## src/rvs_pkg.sv

```systemverilog
// Purpose: Shared constants for the reset and vector sequencer
// Assumes: Main clock 100 MHz; watchdog oscillator sampled as a level
// Notes: Vector numbers double as program addresses
package rvs_pkg;
   // ==========================================================
   // Vectors
   localparam int NUM_SRC = 13;
   localparam int NUM_VEC = 14;
   localparam logic [3:0] VEC_RESET = 4'h0;
   localparam logic [3:0] VEC_EXT0 = 4'h1;
   localparam logic [3:0] VEC_COMPARATOR = 4'hd;
   // ==========================================================
   // Start-up delay counts
   localparam logic [15:0] CK_SHORT = 16'h0006;
   localparam logic [15:0] CK_MID = 16'h4000;
   localparam logic [15:0] CK_LONG = 16'h0400;
   localparam logic [16:0] WD_NONE = 17'h00000;
   localparam logic [16:0] WD_4K = 17'h01000;
   localparam logic [16:0] WD_64K = 17'h10000;
   // ==========================================================
   // Reset cause flag positions and reset value
   localparam int CAUSE_SUPPLY = 0;
   localparam int CAUSE_EXT = 1;
   localparam int CAUSE_BROWN = 2;
   localparam int CAUSE_WDOG = 3;
   localparam logic [3:0] CAUSE_RESET = 4'h0;
   // ==========================================================
   // External reset filter: pulses of 50 ns or more reset the core
   localparam int RST_MIN_NS = 50;
   localparam int CLK_NS = 10;
   localparam int RST_MIN_CYC = (RST_MIN_NS + CLK_NS - 1) / CLK_NS;
   // ==========================================================
   // Sequencer states
   typedef enum logic [1:0] {
      ST_HOLD,
      ST_WDOG_WAIT,
      ST_CK_WAIT,
      ST_RUN
   } rvs_state_t;
endpackage

```

## src/rvs_vector_select.sv

```systemverilog
// Purpose: Priority vector selection for pending interrupts
// Assumes: Request flags are held by their peripherals
// Notes: Lowest index wins
module rvs_vector_select (
   // Requests and enables
   input wire logic [rvs_pkg::NUM_SRC-1:0] req,
   input wire logic [rvs_pkg::NUM_SRC-1:0] en,
   input wire logic global_en,
   // Result
   output logic hit,
   output logic [3:0] vec
);
   logic [rvs_pkg::NUM_SRC-1:0] live;
   // ==========================================================
   // Gate each request; per-bit loop
   genvar g;
   generate
      for (g = 0; g < rvs_pkg::NUM_SRC; g++) begin : gate
         assign live[g] = req[g] & en[g] & global_en;
      end
   endgenerate
   // Scan from the highest vector down so the lowest index wins
   always_comb begin
      hit = |live;
      vec = rvs_pkg::VEC_RESET;
      for (int i = rvs_pkg::NUM_SRC - 1; i >= 0; i--) begin
         if (live[i]) begin
            vec = 4'(i + 1);
         end
      end
   end
endmodule

```

## src/rvs_sequencer.sv

```systemverilog
// Purpose: Reset combining, start-up delay and interrupt vectoring
// Assumes: All inputs synchronous to mclk; watchdog osc is a level
// Notes: Supply and brown-out detect are digital levels from analog
module rvs_sequencer (
   // Clock and reset
   input wire logic mclk,
   input wire logic rst,
   // Reset sources
   input wire logic supply_ok,
   input wire logic reset_pin_n,
   input wire logic wdog_expired,
   input wire logic wdog_enable,
   input wire logic brownout_detector,
   input wire logic brownout_enable_fuse,
   // Configuration and wake
   input wire logic [2:0] startup_delay_select,
   input wire logic watchdog_oscillator,
   input wire logic sleep_wake,
   // Reset cause software access
   input wire logic cause_wr,
   input wire logic [3:0] cause_wdata,
   output logic [3:0] reset_cause_register,
   // Interrupt side
   input wire logic [rvs_pkg::NUM_SRC-1:0] irq_req,
   input wire logic [rvs_pkg::NUM_SRC-1:0] irq_en,
   input wire logic global_ie_set,
   input wire logic instr_boundary,
   output logic global_ie,
   output logic [rvs_pkg::NUM_SRC-1:0] irq_ack,
   output logic take_vector,
   output logic [3:0] vector_addr,
   // Core reset
   output logic core_reset
);
   rvs_pkg::rvs_state_t state_reg, state_next;
   logic [16:0] wd_cnt_reg, wd_cnt_next;
   logic [15:0] ck_cnt_reg, ck_cnt_next;
   logic [3:0] pin_cnt_reg, pin_cnt_next;
   logic wosc_reg, wosc_next;
   logic wpulse_reg, wpulse_next;
   logic [3:0] cause_reg, cause_next;
   logic gie_reg, gie_next;
   logic take_reg, take_next;
   logic [3:0] vec_reg, vec_next;
   logic [rvs_pkg::NUM_SRC-1:0] ack_reg, ack_next;
   logic pin_rst, brown_rst, src_rst, hit;
   logic [3:0] sel_vec;
   logic [15:0] ck_target;
   logic [16:0] wd_target;
   logic wosc_rise;

   // ==========================================================
   // Reset source combining
   // Pin must stay low for at least the minimum width to count
   assign pin_rst = (pin_cnt_reg >= 4'(rvs_pkg::RST_MIN_CYC));
   assign brown_rst = brownout_enable_fuse & brownout_detector;
   assign src_rst = ~supply_ok | pin_rst | brown_rst | wpulse_reg;
   assign wosc_rise = watchdog_oscillator & ~wosc_reg;

   // Delay targets from the select code
   always_comb begin
      case (startup_delay_select)
         3'b000, 3'b001: ck_target = rvs_pkg::CK_SHORT;
         3'b010, 3'b011, 3'b100: ck_target = rvs_pkg::CK_MID;
         default: ck_target = rvs_pkg::CK_LONG;
      endcase
      case (startup_delay_select)
         3'b000, 3'b011, 3'b110: wd_target = rvs_pkg::WD_4K;
         3'b010, 3'b101: wd_target = rvs_pkg::WD_64K;
         default: wd_target = rvs_pkg::WD_NONE;
      endcase
   end

   // ==========================================================
   // Sequencer next state
   always_comb begin
      state_next = state_reg;
      wd_cnt_next = wd_cnt_reg;
      ck_cnt_next = ck_cnt_reg;
      wosc_next = watchdog_oscillator;
      // Saturating low-time count of the pin
      pin_cnt_next = reset_pin_n ? 4'h0 :
         (pin_rst ? pin_cnt_reg : pin_cnt_reg + 4'h1);
      // One-cycle pulse; falling edge starts the delay
      wpulse_next = wdog_enable & wdog_expired & ~wpulse_reg;
      if (src_rst) begin
         // Any source restarts the delay from scratch
         state_next = rvs_pkg::ST_HOLD;
         wd_cnt_next = 17'h00000;
         ck_cnt_next = 16'h0000;
      end else begin
         case (state_reg)
            rvs_pkg::ST_HOLD: begin
               state_next = rvs_pkg::ST_WDOG_WAIT;
            end
            rvs_pkg::ST_WDOG_WAIT: begin
               if (wd_cnt_reg >= wd_target) begin
                  state_next = rvs_pkg::ST_CK_WAIT;
               end else if (wosc_rise) begin
                  wd_cnt_next = wd_cnt_reg + 17'h00001;
               end
            end
            rvs_pkg::ST_CK_WAIT: begin
               if (ck_cnt_reg + 16'h0001 >= ck_target) begin
                  state_next = rvs_pkg::ST_RUN;
               end else begin
                  ck_cnt_next = ck_cnt_reg + 16'h0001;
               end
            end
            rvs_pkg::ST_RUN: begin
               // Wake counts clock cycles only
               if (sleep_wake) begin
                  state_next = rvs_pkg::ST_CK_WAIT;
                  ck_cnt_next = 16'h0000;
               end
            end
            default: state_next = rvs_pkg::ST_HOLD;
         endcase
      end
   end

   // Sequencer registers
   always_ff @(posedge mclk or posedge rst) begin
      if (rst) begin
         state_reg <= rvs_pkg::ST_HOLD;
         wd_cnt_reg <= 17'h00000;
         ck_cnt_reg <= 16'h0000;
         pin_cnt_reg <= 4'h0;
         wosc_reg <= 1'b0;
         wpulse_reg <= 1'b0;
      end else begin
         state_reg <= state_next;
         wd_cnt_reg <= wd_cnt_next;
         ck_cnt_reg <= ck_cnt_next;
         pin_cnt_reg <= pin_cnt_next;
         wosc_reg <= wosc_next;
         wpulse_reg <= wpulse_next;
      end
   end

   // Core held in reset until the run state; fetch then starts at zero
   assign core_reset = (state_reg != rvs_pkg::ST_RUN) | src_rst;

   // ==========================================================
   // Reset cause flags; hardware set beats a software clear
   always_comb begin
      cause_next = cause_reg;
      if (cause_wr) begin
         cause_next = cause_reg & cause_wdata; // zero clears
      end
      if (~supply_ok) begin
         cause_next = 4'h0;
         cause_next[rvs_pkg::CAUSE_SUPPLY] = 1'b1;
      end else begin
         if (pin_rst) cause_next[rvs_pkg::CAUSE_EXT] = 1'b1;
         if (brown_rst) cause_next[rvs_pkg::CAUSE_BROWN] = 1'b1;
         if (wpulse_reg) cause_next[rvs_pkg::CAUSE_WDOG] = 1'b1;
      end
   end

   always_ff @(posedge mclk or posedge rst) begin
      if (rst) begin
         cause_reg <= rvs_pkg::CAUSE_RESET;
      end else begin
         cause_reg <= cause_next;
      end
   end
   assign reset_cause_register = cause_reg;

   // ==========================================================
   // Interrupt vectoring
   rvs_vector_select u_sel (
      .req(irq_req),
      .en(irq_en),
      .global_en(gie_reg),
      .hit(hit),
      .vec(sel_vec)
   );

   // Evaluate once per boundary, only while the core runs
   always_comb begin
      gie_next = gie_reg;
      take_next = 1'b0;
      vec_next = vec_reg;
      ack_next = '0;
      if (core_reset) begin
         gie_next = 1'b0;
         vec_next = rvs_pkg::VEC_RESET;
      end else if (instr_boundary && hit) begin
         take_next = 1'b1;
         vec_next = sel_vec;
         gie_next = 1'b0;
         ack_next[sel_vec - rvs_pkg::VEC_EXT0] = 1'b1;
      end else if (global_ie_set) begin
         gie_next = 1'b1;
      end
   end

   always_ff @(posedge mclk or posedge rst) begin
      if (rst) begin
         gie_reg <= 1'b0;
         take_reg <= 1'b0;
         vec_reg <= rvs_pkg::VEC_RESET;
         ack_reg <= '0;
      end else begin
         gie_reg <= gie_next;
         take_reg <= take_next;
         vec_reg <= vec_next;
         ack_reg <= ack_next;
      end
   end
   assign global_ie = gie_reg;
   assign take_vector = take_reg;
   assign vector_addr = vec_reg;
   assign irq_ack = ack_reg;
endmodule

```

## config.mk

```make
export PLATFORM = sky130hd
export DESIGN_NAME = rvs_sequencer
export DESIGN_NICKNAME = d
export VERILOG_FILES = /design/src/rvs_pkg.sv /design/src/rvs_vector_select.sv /design/src/rvs_sequencer.sv
export SDC_FILE = /design/constraint.sdc
export NUM_CORES = 1
export LEC_CHECK = 0
export BUFFER_PORTS_ARGS = -buffer_cell sky130_fd_sc_hd__buf_2
export CORE_ASPECT_RATIO = 1.75
export CORE_MARGIN = 2
export CORE_UTILIZATION = 50
export CTS_CLUSTER_DIAMETER = 30
export DETAILED_ROUTE_END_ITERATION = 12
export PLACE_DENSITY = 0.76
export SYNTH_ARGS = -nofsm -noshare
export SYNTH_HDL_FRONTEND = slang
export SYNTH_SLANG_ARGS = --single-unit
```

## constraint.sdc

```tcl
create_clock -name mclk -period 3.1 [get_ports mclk]
set_clock_uncertainty 0.15 [all_clocks]
set_input_delay 0.62 -clock mclk [delete_from_list [all_inputs] [get_ports mclk]]
set_output_delay 0.62 -clock mclk [all_outputs]
set_load 0.005 [all_outputs]
```

* Word-level counts from Yosys, hierarchy flattened
Cells that the tools add are included.
** Word-level totals
- Register bits :: 64
- Output and inout bits :: 24
** Cells by class
- Add/sub/neg operators :: 4
- Magnitude comparators :: 5
- Eq/ne operators :: 20
- Muxes and demuxes :: 47
- Bitwise operators :: 38
- Reduce and logical (&&, ||, !) cells :: 17
** Operators by type and width (count)
- $mux 4 :: 18
- $mux 17 :: 4
- $mux 16 :: 3
- $pmux 17 s2 :: 1
- $pmux 16 s2 :: 1
- $and 1x1->1 :: 30
- $pmux 15 s2 :: 1
- $mux 13 :: 2
- $add 17x1->17 const B :: 1
- $ge 17x17->1 :: 1
- $add 16x1->16 const B :: 1
- $ge 16x16->1 :: 1
- $reduce_or 13->1 :: 1
- $ne 3x3->1 const B :: 4
- $mux 1 :: 10
- $eq 3x3->1 const B :: 3
- $ne 3x1->1 const B :: 3
- $reduce_and 3->1 :: 3
- $mux 2 :: 4
- $pmux 2 s4 :: 1
- $eq 3x2->1 const B :: 2
- $ne 2x2->1 const B :: 3
- $reduce_bool 2->1 :: 3
- $reduce_bool 3->1 :: 2
- 19 further kinds :: 28

* Depth between registers and ports, before layout
Gate-level depths: netlist of run 1.
- Depth after elaboration :: 22
- Mapped depth :: 12
- Gate-level depth less buffers :: 11

* Hierarchy
From an unflattened synthesis of run 1, not the netlist that was laid out.
** Unflattened totals
- Cells, all modules :: 403
- Area, all modules :: 3644.7 sq um
** By module, submodules not included
- rvs_sequencer :: times used 1, cells each 364, area an instance 3418.3 sq um
- rvs_vector_select :: times used 1, cells each 39, area an instance 226.5 sq um

* Worst setup path before layout of run 1
OpenSTA, ideal clock, no wires.
- Path type :: register to register
- Start point :: reg ck_cnt_reg[0]
- End point :: reg ck_cnt_reg[0]
- Arrival :: 2.901 ns
- Data required time :: 2.878 ns
- Path slack :: -0.024 ns
- Cell stages (with the launch flop) :: 12
- Period minus slack after synthesis :: 3.124 ns
- Cells stage by stage :: dfrtp_1 ha_1 and4_4 buf_6 nand4_1 xnor2_1 ha_1 a2111oi_4 a31oi_4 nor4_4 mux2_4 nor2_1
** On the way
- Word-level cells in the longest chain between the ends :: 4
- Elaborated cells on any way between the ends :: 7
- Those cells by class :: 1 x add/sub; 1 x order compare; 1 x eq/ne; 3 x mux; 1 x reduce/logical
** RTL lines
- start, declared :: line rvs_sequencer.sv:37 : logic [15:0] ck_cnt_reg, ck_cnt_next;
- start signal, assigned :: line rvs_sequencer.sv:134 : ck_cnt_reg <= ck_cnt_next;
- $add 16x1->16 (*) :: line rvs_sequencer.sv:104, rvs_sequencer.sv:107
- $ge 16x16->1 / $mux 16 (equally long branches) :: line rvs_sequencer.sv:104 : if (ck_cnt_reg + 16'h0001 >= ck_target) begin
- $ne 3x3->1 (no source line) / $pmux 16 s2 (equally long branches)
- $reduce_and 3->1 (no source line) / $mux 16 (equally long branches)
Every way passes the cells marked *; elsewhere a longest branch is shown, timed or not. The select of a mux whose other input is x is not followed.
A chain may end at the register's enable or synchronous reset.

* Worst setup path after layout of run 1
- Start point :: reg ck_cnt_reg[0]
- End point :: reg ck_cnt_reg[7]
Same word-level chain as after synthesis.

==> impl_metrics.ini, run 1 <==
[logic_synthesis]
yosysUniqueCellTypes = 64
ys_ff_latch = 64
syn_area_per_cell_um2 = 9.124
syn-num-nets = 475
synth-async-reset-ratio_pct = 100.0
syn-instance-count = 417
netlist_area_um2 = 3805
synth_flop_cell = dfrtp_1
yosysSeqAreaShare_pct = 42.09
synth_edf_count = 0
yosys_warnings = 0

[power]
switching_share_pct = 23.07
internal_power_uw = 1670
power_density_nw_per_um2 = 446.8
clkPwrFrac_pct = 49.3
power_uw = 2171
vdd_drop_max_mv = 0.5213
p_leak_uw = 0.002240
p_sw_uw = 500.9
p_seq_share_pct = 39.7
p_comb_share_pct = 11.0

[timing]
rsz0062_at_grt = yes
fin_crit_ns = 3.036
slew_headroom_pct = 57.37
finalHoldViolations = 0
slew_violations = 0
setup_violations = 0
max_freq_mhz = 329.4
worst_slew_pin_slew_ns = 0.6385
finalCritPeriodShare_pct = 97.92

[finish]
design_area_um2 = 4858
largest_reg_flops = 17
drive_gt1_share_pct = 28.22
num_antenna_cells = 0
nFillCells = 601
layout_commonest_cell = buf_2
layout.nets = 583
layout_common_cells = buf_2 (69), dfrtp_1 (64), nand2_1 (54), nor2_1 (40), buf_4 (38)
area_delta_synth_final_pct = 27.69

[clocking]
clock_sinks = 64
clk_pin_slew_ns = 0.06
tritoncts = built
ctsHtreeMaxLevel = 3
worstSkewPairLatency_ns = 0.33
clockBufferDepth = 2
cts-root-buf = clkbuf_16
cts_made_buffers = 9

[die]
initial_utilization_pct = 50.99
die_area_um2 = 8351
fp.dieH_um = 119.4
io_pins = 70
dieWidth_um = 69.94
row_count = 42
coreArea_um2 = 7462

[detailed_routing]
drt-initial-drc-count = 243
ant_nets = 0
wl_um = 9742
drc = 0
via_per_inst = 5.834
num_vias = 3594
first_pass_iters = 4
wl_per_cell_um = 15.81

[global_route]
grt_max_degree = 36
use_met1_pct = 25.54
grt-ovfl-total = 0
top_usage_layer = met2
met3_usage_pct = 5.161
antenna_found_initial = 0
grt_pass1_vias = 3615
grt_usage_pct = 24.29
grt_pass1_wl_um = 16130
grt_use_met2_pct = 44.58

[worst_setup_path]
reg2reg_slack_ns = 0.06
reg2reg_depth = 10
r2r-start = ck_cnt_reg[0]$_DFFE_PP0P_
cp.arrival_ns = 3.14
path_class = reg2reg
crit_fanout = 4
cp-start-kind = flop
end_kind = flop
cp.required_ns = 3.20
r2r_end = ck_cnt_reg[7]$_DFFE_PP0P_

[placement]
io_buffers = 69
hpwl_um = 7354
place_area_um2 = 4467
routabilityCongestion = 0.8799

[min_path]
hold_path.class = in2async

[status]
status = complete, no violations

[run]
drv_cap = 0
-- synthesized netlist by cell type, drive strengths merged, types with 3 or more instances --
cell / number / area, um^2
nor4: 8 / 71.32
dfrtp: 64 / 1602
a22oi: 3 / 22.52
o311ai: 3 / 26.28
and3: 8 / 50.05
or3: 8 / 50.05
o211ai: 7 / 52.55
buf: 5 / 42.53
nand2b: 3 / 18.77
nand3b: 3 / 22.52
nand4: 11 / 75.07
xor2: 3 / 26.28
or2: 4 / 25.02
nand2: 54 / 202.7
inv: 17 / 63.81
o21ai: 18 / 90.09
and2: 5 / 31.28
a31oi: 5 / 46.29
ha: 12 / 150.1
nor2b: 5 / 31.28
clkbuf: 7 / 26.28
nand3: 22 / 125.1
a21boi: 5 / 37.54
nor3: 18 / 90.09
xnor2: 18 / 157.7
a21o: 4 / 31.28
mux2i: 4 / 40.04
a21oi: 16 / 83.83
nor2: 40 / 150.1
a22o: 3 / 26.28
or4b: 3 / 30.03
o41ai: 5 / 43.79
-- power groups by stage --
stage	sequential (uW)	clock, uW	combinational [uW]
2_1_floorplan	875	0	130
3_3_place_gp	875	0	224
3_5_place_dp	877	0	230
4_1_cts	862	1090	231
5_1_grt	864	1110	267
6_report	862	1070	239
-- repair_timing --
action / CTS / global route
resized for setup: 0 / 10
setup endpoints to repair: 0 / 11
setup buffers: 0 / 5
hold buffers: 0 / 0
-- routing by layer --
metal	vias up	wire, um
li1	1730	-
met5	-	0
met4	0	437
met3	39	497
met1	1696	3512
met2	129	5295
-- per-stage QoR --
stage / setup slack, ns / hold WS [ns] / TNS (ns) / utilization (%) / std cells
final: 0.06439 / 0.2260 / 0 / 65.11 / 616
after floorplan: 0.05146 / 0.3207 / 0 / - / 417
after detailed placement: -0.08904 / 0.3152 / -0.4217 / 59.86 / 597
after CTS: 0.07655 / 0.2380 / 0 / 64.00 / 611
after global routing: -0.06134 / 0.2488 / -0.1274 / 65.11 / 616
after global placement: -0.02709 / 0.3101 / -0.04295 / 59.86 / 597
-- critical path, cell delays in order (launching register included) --
cell and delay (ns):
dfrtp_1 0.36, ha_2 0.21, and4_4 0.27, nand4_1 0.15, xnor2_2 0.20, ha_2 0.29
o21ai_0 0.24, a31o_1 0.22, o2111ai_2 0.19, or4b_1 0.52, o21ai_1 0.16
-- logic make-up after synthesis --
kind of cell,synth area share [%]
buf+inv,3.486
flops,42.09
fa+ha+maj,3.946
mux,1.447
simple gates,27.66
xor+xnor,4.834
compound gates,16.54
-- cell type report --
class / count / area [um^2] / share of cell area [%]
Timing Repair Buffer: 109 / 661.9 / 13.62
Clock inverter: 4 / 70.07 / 1.442
Multi-Input combinational cell: 324 / 2112 / 43.47
Tap cell: 88 / 110.1 / 2.266
Inverter: 17 / 63.81 / 1.313
Clock buffer: 10 / 239.0 / 4.919
Sequential cell: 64 / 1602 / 32.96
-- worst max path at each step --
stage	to	from	cells after the start
finish	ck_cnt_reg[7]$_DFFE_PP0P_	ck_cnt_reg[0]$_DFFE_PP0P_	10
global route	ck_cnt_reg[7]$_DFFE_PP0P_	ck_cnt_reg[0]$_DFFE_PP0P_	11
global placement	wd_cnt_reg[15]$_DFFE_PP0P_	startup_delay_select[1]	14
floorplan	wd_cnt_reg[16]$_DFFE_PP0P_	startup_delay_select[1]	11
detailed placement	wd_cnt_reg[11]$_DFFE_PP0P_	startup_delay_select[1]	14
CTS	ck_cnt_reg[4]$_DFFE_PP0P_	ck_cnt_reg[0]$_DFFE_PP0P_	10
Note: power is estimated with default switching activity, not from simulation.
==> inputs of run 2 (changes only) <==
--- a/config.mk
+++ b/config.mk
@@ -12,6 +12,7 @@
 export CTS_CLUSTER_DIAMETER = 30
 export DETAILED_ROUTE_END_ITERATION = 12
 export PLACE_DENSITY = 0.76
+export RECOVER_POWER = 25
 export SYNTH_ARGS = -nofsm -noshare
 export SYNTH_HDL_FRONTEND = slang
 export SYNTH_SLANG_ARGS = --single-unit
==> impl_metrics.ini, run 2 (synthesis gave the netlist of run 1 again) <==
[detailed_routing]
num_vias = 3605
first_pass_iters = 4
drc = 0
wl_um = 9779
ant_nets = 0
wl_per_cell_um = 15.88
via_per_inst = 5.852
drt-initial-drc-count = 229

[worst_setup_path]
cp-start-kind = flop
max_stage_delay_ns = 0.51
crit_fanout = 4
crit_family = simple AND/OR/NAND/NOR gates
cp.required_ns = 3.20
worst-path-stages = 10
end_kind = flop
crit_buf_inv = 0
path_common_cell = ha_2
reg2reg_depth = 10
crit_path_cell_trace = ha_2 -> and4_4 -> nand4_1 -> xnor2_2 -> ha_2 -> o21ai_0 -> a31o_1 -> o2111ai_2 -> or4b_1 -> o21ai_1
critPathSlowestCell = or4b_1
path_class = reg2reg
cp.arrival_ns = 3.14

[placement]
pre_cts_slack_ns = -0.08904
hpwl_um = 7354
routabilityCongestion = 0.8799
io_buffers = 69
dp.cells = 597

[die]
fp.dieH_um = 119.4
initial_utilization_pct = 50.99
dieWidth_um = 69.94
io_pins = 70
coreArea_um2 = 7462
die_area_um2 = 8351
row_count = 42

[global_route]
grt_pass1_vias = 3615
grt_pass1_wl_um = 16130
antenna_found_initial = 0
grt_max_degree = 36
grt-ovfl-total = 0
grt_usage_pct = 24.29

[clocking]
clk_pin_slew_ns = 0.06
worstSkewPairLatency_ns = 0.34
cts_hold_buf = 0
clockBufferDepth = 2
clock_sinks = 64
tritoncts = built
ctsHtreeMaxLevel = 3
cts-root-buf = clkbuf_16
cts_made_buffers = 9

[power]
p_leak_uw = 0.002236
power_density_nw_per_um2 = 447.5
internal_power_uw = 1668
p_sw_uw = 499.9
vdd_drop_max_mv = 0.5217
p_comb_share_pct = 10.9
p_seq_share_pct = 39.8
switching_share_pct = 23.06
power_uw = 2168
clkPwrFrac_pct = 49.3

[finish]
drive_gt1_share_pct = 28.03
num_antenna_cells = 0
layout_common_cells = buf_2 (69), dfrtp_1 (64), nand2_1 (54), nor2_1 (40), buf_4 (38)
final_cell_count_no_fill = 616
area_delta_synth_final_pct = 27.29
largest_reg_flops = 17
layout_commonest_cell = buf_2
layout.nets = 583

[timing]
worst_slew_pin_slew_ns = 1.095
finalWorstSetupSlack_ns = 0.06508
slew_headroom_pct = 26.92
max_freq_mhz = 329.5
finalHoldViolations = 0
rsz0062_at_grt = yes
finalCritPeriodShare_pct = 97.90
setup_violations = 0
fin_crit_ns = 3.035
slew_violations = 0

[min_path]
hold_path.class = in2reg
whs_path_depth = 1

[run]
drv_cap = 0

[status]
status = complete, no violations
-- run 2: routing by layer --
| layer | routed length, um | share of wire (%) | GRT usage (%) |
|---|---|---|---|
| met1 | 3522 | 36 | 25.54 |
| met2 | 5407 | 55 | 44.58 |
| met3 | 469 | 4.8 | 5.161 |
| met5 | 0 | 0 | 0 |
| met4 | 380 | 3.9 | 12.26 |
-- run 2: power groups by stage --
| stage | clock network, uW | registers, uW | logic [uW] |
|---|---|---|---|
| after detailed placement | 0 | 877 | 230 |
| after global routing | 1110 | 864 | 265 |
| after CTS | 1090 | 862 | 231 |
| after global placement | 0 | 875 | 224 |
| after floorplan | 0 | 875 | 130 |
| final | 1070 | 862 | 236 |
-- run 2: stage by stage --
stage / hold WS (ns) / setup TNS (ns) / area (um^2) / utilization (%)
floorplan: 0.3207 / 0 / 3805 / -
global placement: 0.3101 / -0.04295 / 4467 / 59.86
detailed placement: 0.3152 / -0.4217 / 4467 / 59.86
CTS: 0.2380 / 0 / 4776 / 64.00
global route: 0.2488 / -0.1274 / 4843 / 64.91
finish: 0.2536 / 0 / 4843 / 64.91
-- run 2: timing repair --
action	CTS	global route
endpoints found under the setup margin	0	11
gates resized for setup	0	10
buffers inserted	0	5
-- run 2: worst paths after layout --
check | startpoint | slack, ns | to
worst min-delay path | watchdog_oscillator | 0.25 | wosc_reg$_DFF_PP0_
worst min register to register | vector_addr[0]$_DFFE_PP0N_ | 0.34 | vector_addr[0]$_DFFE_PP0N_
max in group asynchronous | rst | 0.94 | state_reg[1]$_DFFE_PP0P_
worst max-delay path | ck_cnt_reg[0]$_DFFE_PP0P_ | 0.07 | ck_cnt_reg[7]$_DFFE_PP0P_
min in group asynchronous | rst | 0.41 | irq_ack[10]$_DFF_PP0_
worst max register to register | ck_cnt_reg[0]$_DFFE_PP0P_ | 0.07 | ck_cnt_reg[7]$_DFFE_PP0P_
-- run 2: final cells by class --
cell class | instances | area, um^2
flip-flops and latches | 64 | 1602
repair buffers | 109 | 646.9
inverters | 17 | 63.81
multi-input cells | 324 | 2112
clock buffers | 10 | 239.0
fillers | 603 | 2619
well taps | 88 | 110.1
clock inverters | 4 | 70.07
==> inputs of run 3 (changes only) <==
--- a/config.mk
+++ b/config.mk
@@ -8,10 +8,9 @@
 export BUFFER_PORTS_ARGS = -buffer_cell sky130_fd_sc_hd__buf_2
 export CORE_ASPECT_RATIO = 1.75
 export CORE_MARGIN = 2
-export CORE_UTILIZATION = 50
+export CORE_UTILIZATION = 35
 export CTS_CLUSTER_DIAMETER = 30
 export DETAILED_ROUTE_END_ITERATION = 12
-export PLACE_DENSITY = 0.76
 export RECOVER_POWER = 25
 export SYNTH_ARGS = -nofsm -noshare
 export SYNTH_HDL_FRONTEND = slang
==> impl_metrics.ini, run 3 (synthesis gave the netlist of run 1 again) <==
[detailed_routing]
wl_per_cell_um = 15.45
drt-initial-drc-count = 120
wl_um = 10040
first_pass_iters = 4
num_vias = 3502
via_per_inst = 5.388
ant_nets = 0
drc = 0

[die]
dieWidth_um = 82.82
fp.dieH_um = 141.9
io_pins = 70
die_area_um2 = 11750
initial_utilization_pct = 35.78
coreArea_um2 = 10640
row_count = 50

[worst_setup_path]
critPathSlowestCell = or4b_1
crit_path_cell_trace = ha_2 -> and4_4 -> nand4_1 -> xnor2_1 -> ha_2 -> a2111oi_4 -> a31o_1 -> o2111ai_4 -> or4b_1 -> o21ai_1
max_stage_delay_ns = 0.55
r2r_end = ck_cnt_reg[7]$_DFFE_PP0P_
reg2reg_depth = 10
cp.required_ns = 3.21
path_common_cell = ha_2
crit_fanout = 4
cp-start-kind = flop
cp.arrival_ns = 3.17
r2r-start = ck_cnt_reg[1]$_DFFE_PP0P_
path_class = reg2reg
end_kind = flop
reg2reg_slack_ns = 0.04

[min_path]
hold_path.class = in2reg
hold_end = wosc_reg$_DFF_PP0_
whs_path_depth = 1
min_from = watchdog_oscillator

[finish]
num_antenna_cells = 0
largest_reg_flops = 17
drive_gt1_share_pct = 27.50
layout_common_cells = buf_2 (68), dfrtp_1 (64), nand2_1 (53), nor2_1 (40), buf_4 (29)
area_delta_synth_final_pct = 28.77
layout.nets = 574
layout_commonest_cell = buf_2
final_cell_count_no_fill = 650

[timing]
finalWorstSetupSlack_ns = 0.03969
fin_crit_ns = 3.060
max_freq_mhz = 326.8
worst_slew_pin_slew_ns = 1.060
slew_headroom_pct = 29.24
finalHoldViolations = 0
finalCritPeriodShare_pct = 98.72
setup_violations = 0
rsz0062_at_grt = yes
slew_violations = 0

[power]
vdd_drop_max_mv = 0.3234
p_comb_share_pct = 10.7
p_sw_uw = 488.5
p_seq_share_pct = 39.6
switching_share_pct = 22.40
clkPwrFrac_pct = 49.7
p_leak_uw = 0.002191
power_density_nw_per_um2 = 445.1
internal_power_uw = 1692

[clocking]
tritoncts = built
clock_sinks = 64
worstSkewPairLatency_ns = 0.33
cts-root-buf = clkbuf_16
ctsHtreeMaxLevel = 3
cts_made_buffers = 9
clk_pin_slew_ns = 0.05
clockBufferDepth = 2
cts_hold_buf = 0

[placement]
routabilityCongestion = 0.8962
pre_cts_slack_ns = -0.07053
io_buffers = 69
dp.cells = 635
hpwl_um = 7904

[status]
status = complete, no violations

[global_route]
grt-ovfl-total = 0
grt_max_degree = 38
grt_pass1_wl_um = 16780
grt_usage_pct = 17.64
grt_pass1_vias = 3621
antenna_found_initial = 0

[run]
drv_cap = 0
[run 3: power groups by stage]
| stage | clock network (uW) | registers (uW) | logic [uW] |
|---|---|---|---|
| floorplan | 0 | 875 | 130 |
| global placement | 0 | 876 | 225 |
| detailed placement | 0 | 876 | 231 |
| CTS | 1110 | 862 | 234 |
| global route | 1140 | 864 | 265 |
| finish | 1080 | 863 | 234 |
[run 3: stage by stage]
step | total power, uW | hold WS, ns | TNS [ns] | instance area [um^2] | util (%)
2_1_floorplan | 1005 | 0.3207 | 0 | 3805 | -
5_1_grt | 2273 | 0.2788 | -0.07425 | 4900 | 46.07
6_report | 2181 | 0.2777 | 0 | 4900 | 46.07
3_3_place_gp | 1101 | 0.3189 | -0.1933 | 4502 | 42.33
3_5_place_dp | 1107 | 0.3168 | -0.4794 | 4502 | 42.33
4_1_cts | 2206 | 0.2420 | 0 | 4836 | 45.47
[run 3: layer usage]
metal | part of all wire (%) | vias to the layer above | GRT usage, %
met4 | 4.3 | 0 | 11.73
met1 | 36 | 1687 | 17.17
li1 | - | 1718 | -
met3 | 2.7 | 25 | 2.378
met2 | 57 | 72 | 34.00
met5 | 0 | - | 0
[run 3: final cells by class]
class	count	area, um^2
fill	1047	5736
multi-input combinational	324	2163
sequential	64	1602
timing repair buffer	100	586.8
clock buffer	12	256.5
tap	130	162.7
clock inverter	3	65.06
inverter	17	63.81
[run 3: worst max-delay path by stage]
stage | startpoint | endpoint | cells after the start
detailed placement | startup_delay_select[1] | ck_cnt_reg[4]$_DFFE_PP0P_ | 11
CTS | ck_cnt_reg[1]$_DFFE_PP0P_ | ck_cnt_reg[4]$_DFFE_PP0P_ | 10
global placement | startup_delay_select[1] | ck_cnt_reg[4]$_DFFE_PP0P_ | 11
finish | ck_cnt_reg[1]$_DFFE_PP0P_ | ck_cnt_reg[7]$_DFFE_PP0P_ | 10
floorplan | startup_delay_select[1] | wd_cnt_reg[16]$_DFFE_PP0P_ | 11
global route | ck_cnt_reg[1]$_DFFE_PP0P_ | ck_cnt_reg[7]$_DFFE_PP0P_ | 10
[run 3: worst max-delay path: cells and delay by family, from the launching register on]
| kind | cells | cell delay [ns] |
|---|---|---|
| AO/OA/AOI/OAI | 4 | 0.94 |
| XOR/XNOR | 1 | 0.17 |
| adder cells (fa/ha/maj) | 2 | 0.44 |
| flip-flops | 1 | 0.36 |
| AND/OR/NAND/NOR | 3 | 0.94 |
[run 3: what timing repair did]
item | in CTS | in global routing
buffers inserted | 0 | 0
endpoints found under the setup margin | 3 | 10
pin swaps | 4 | 6
resized for setup | 4 | 12
cloned | 0 | 0
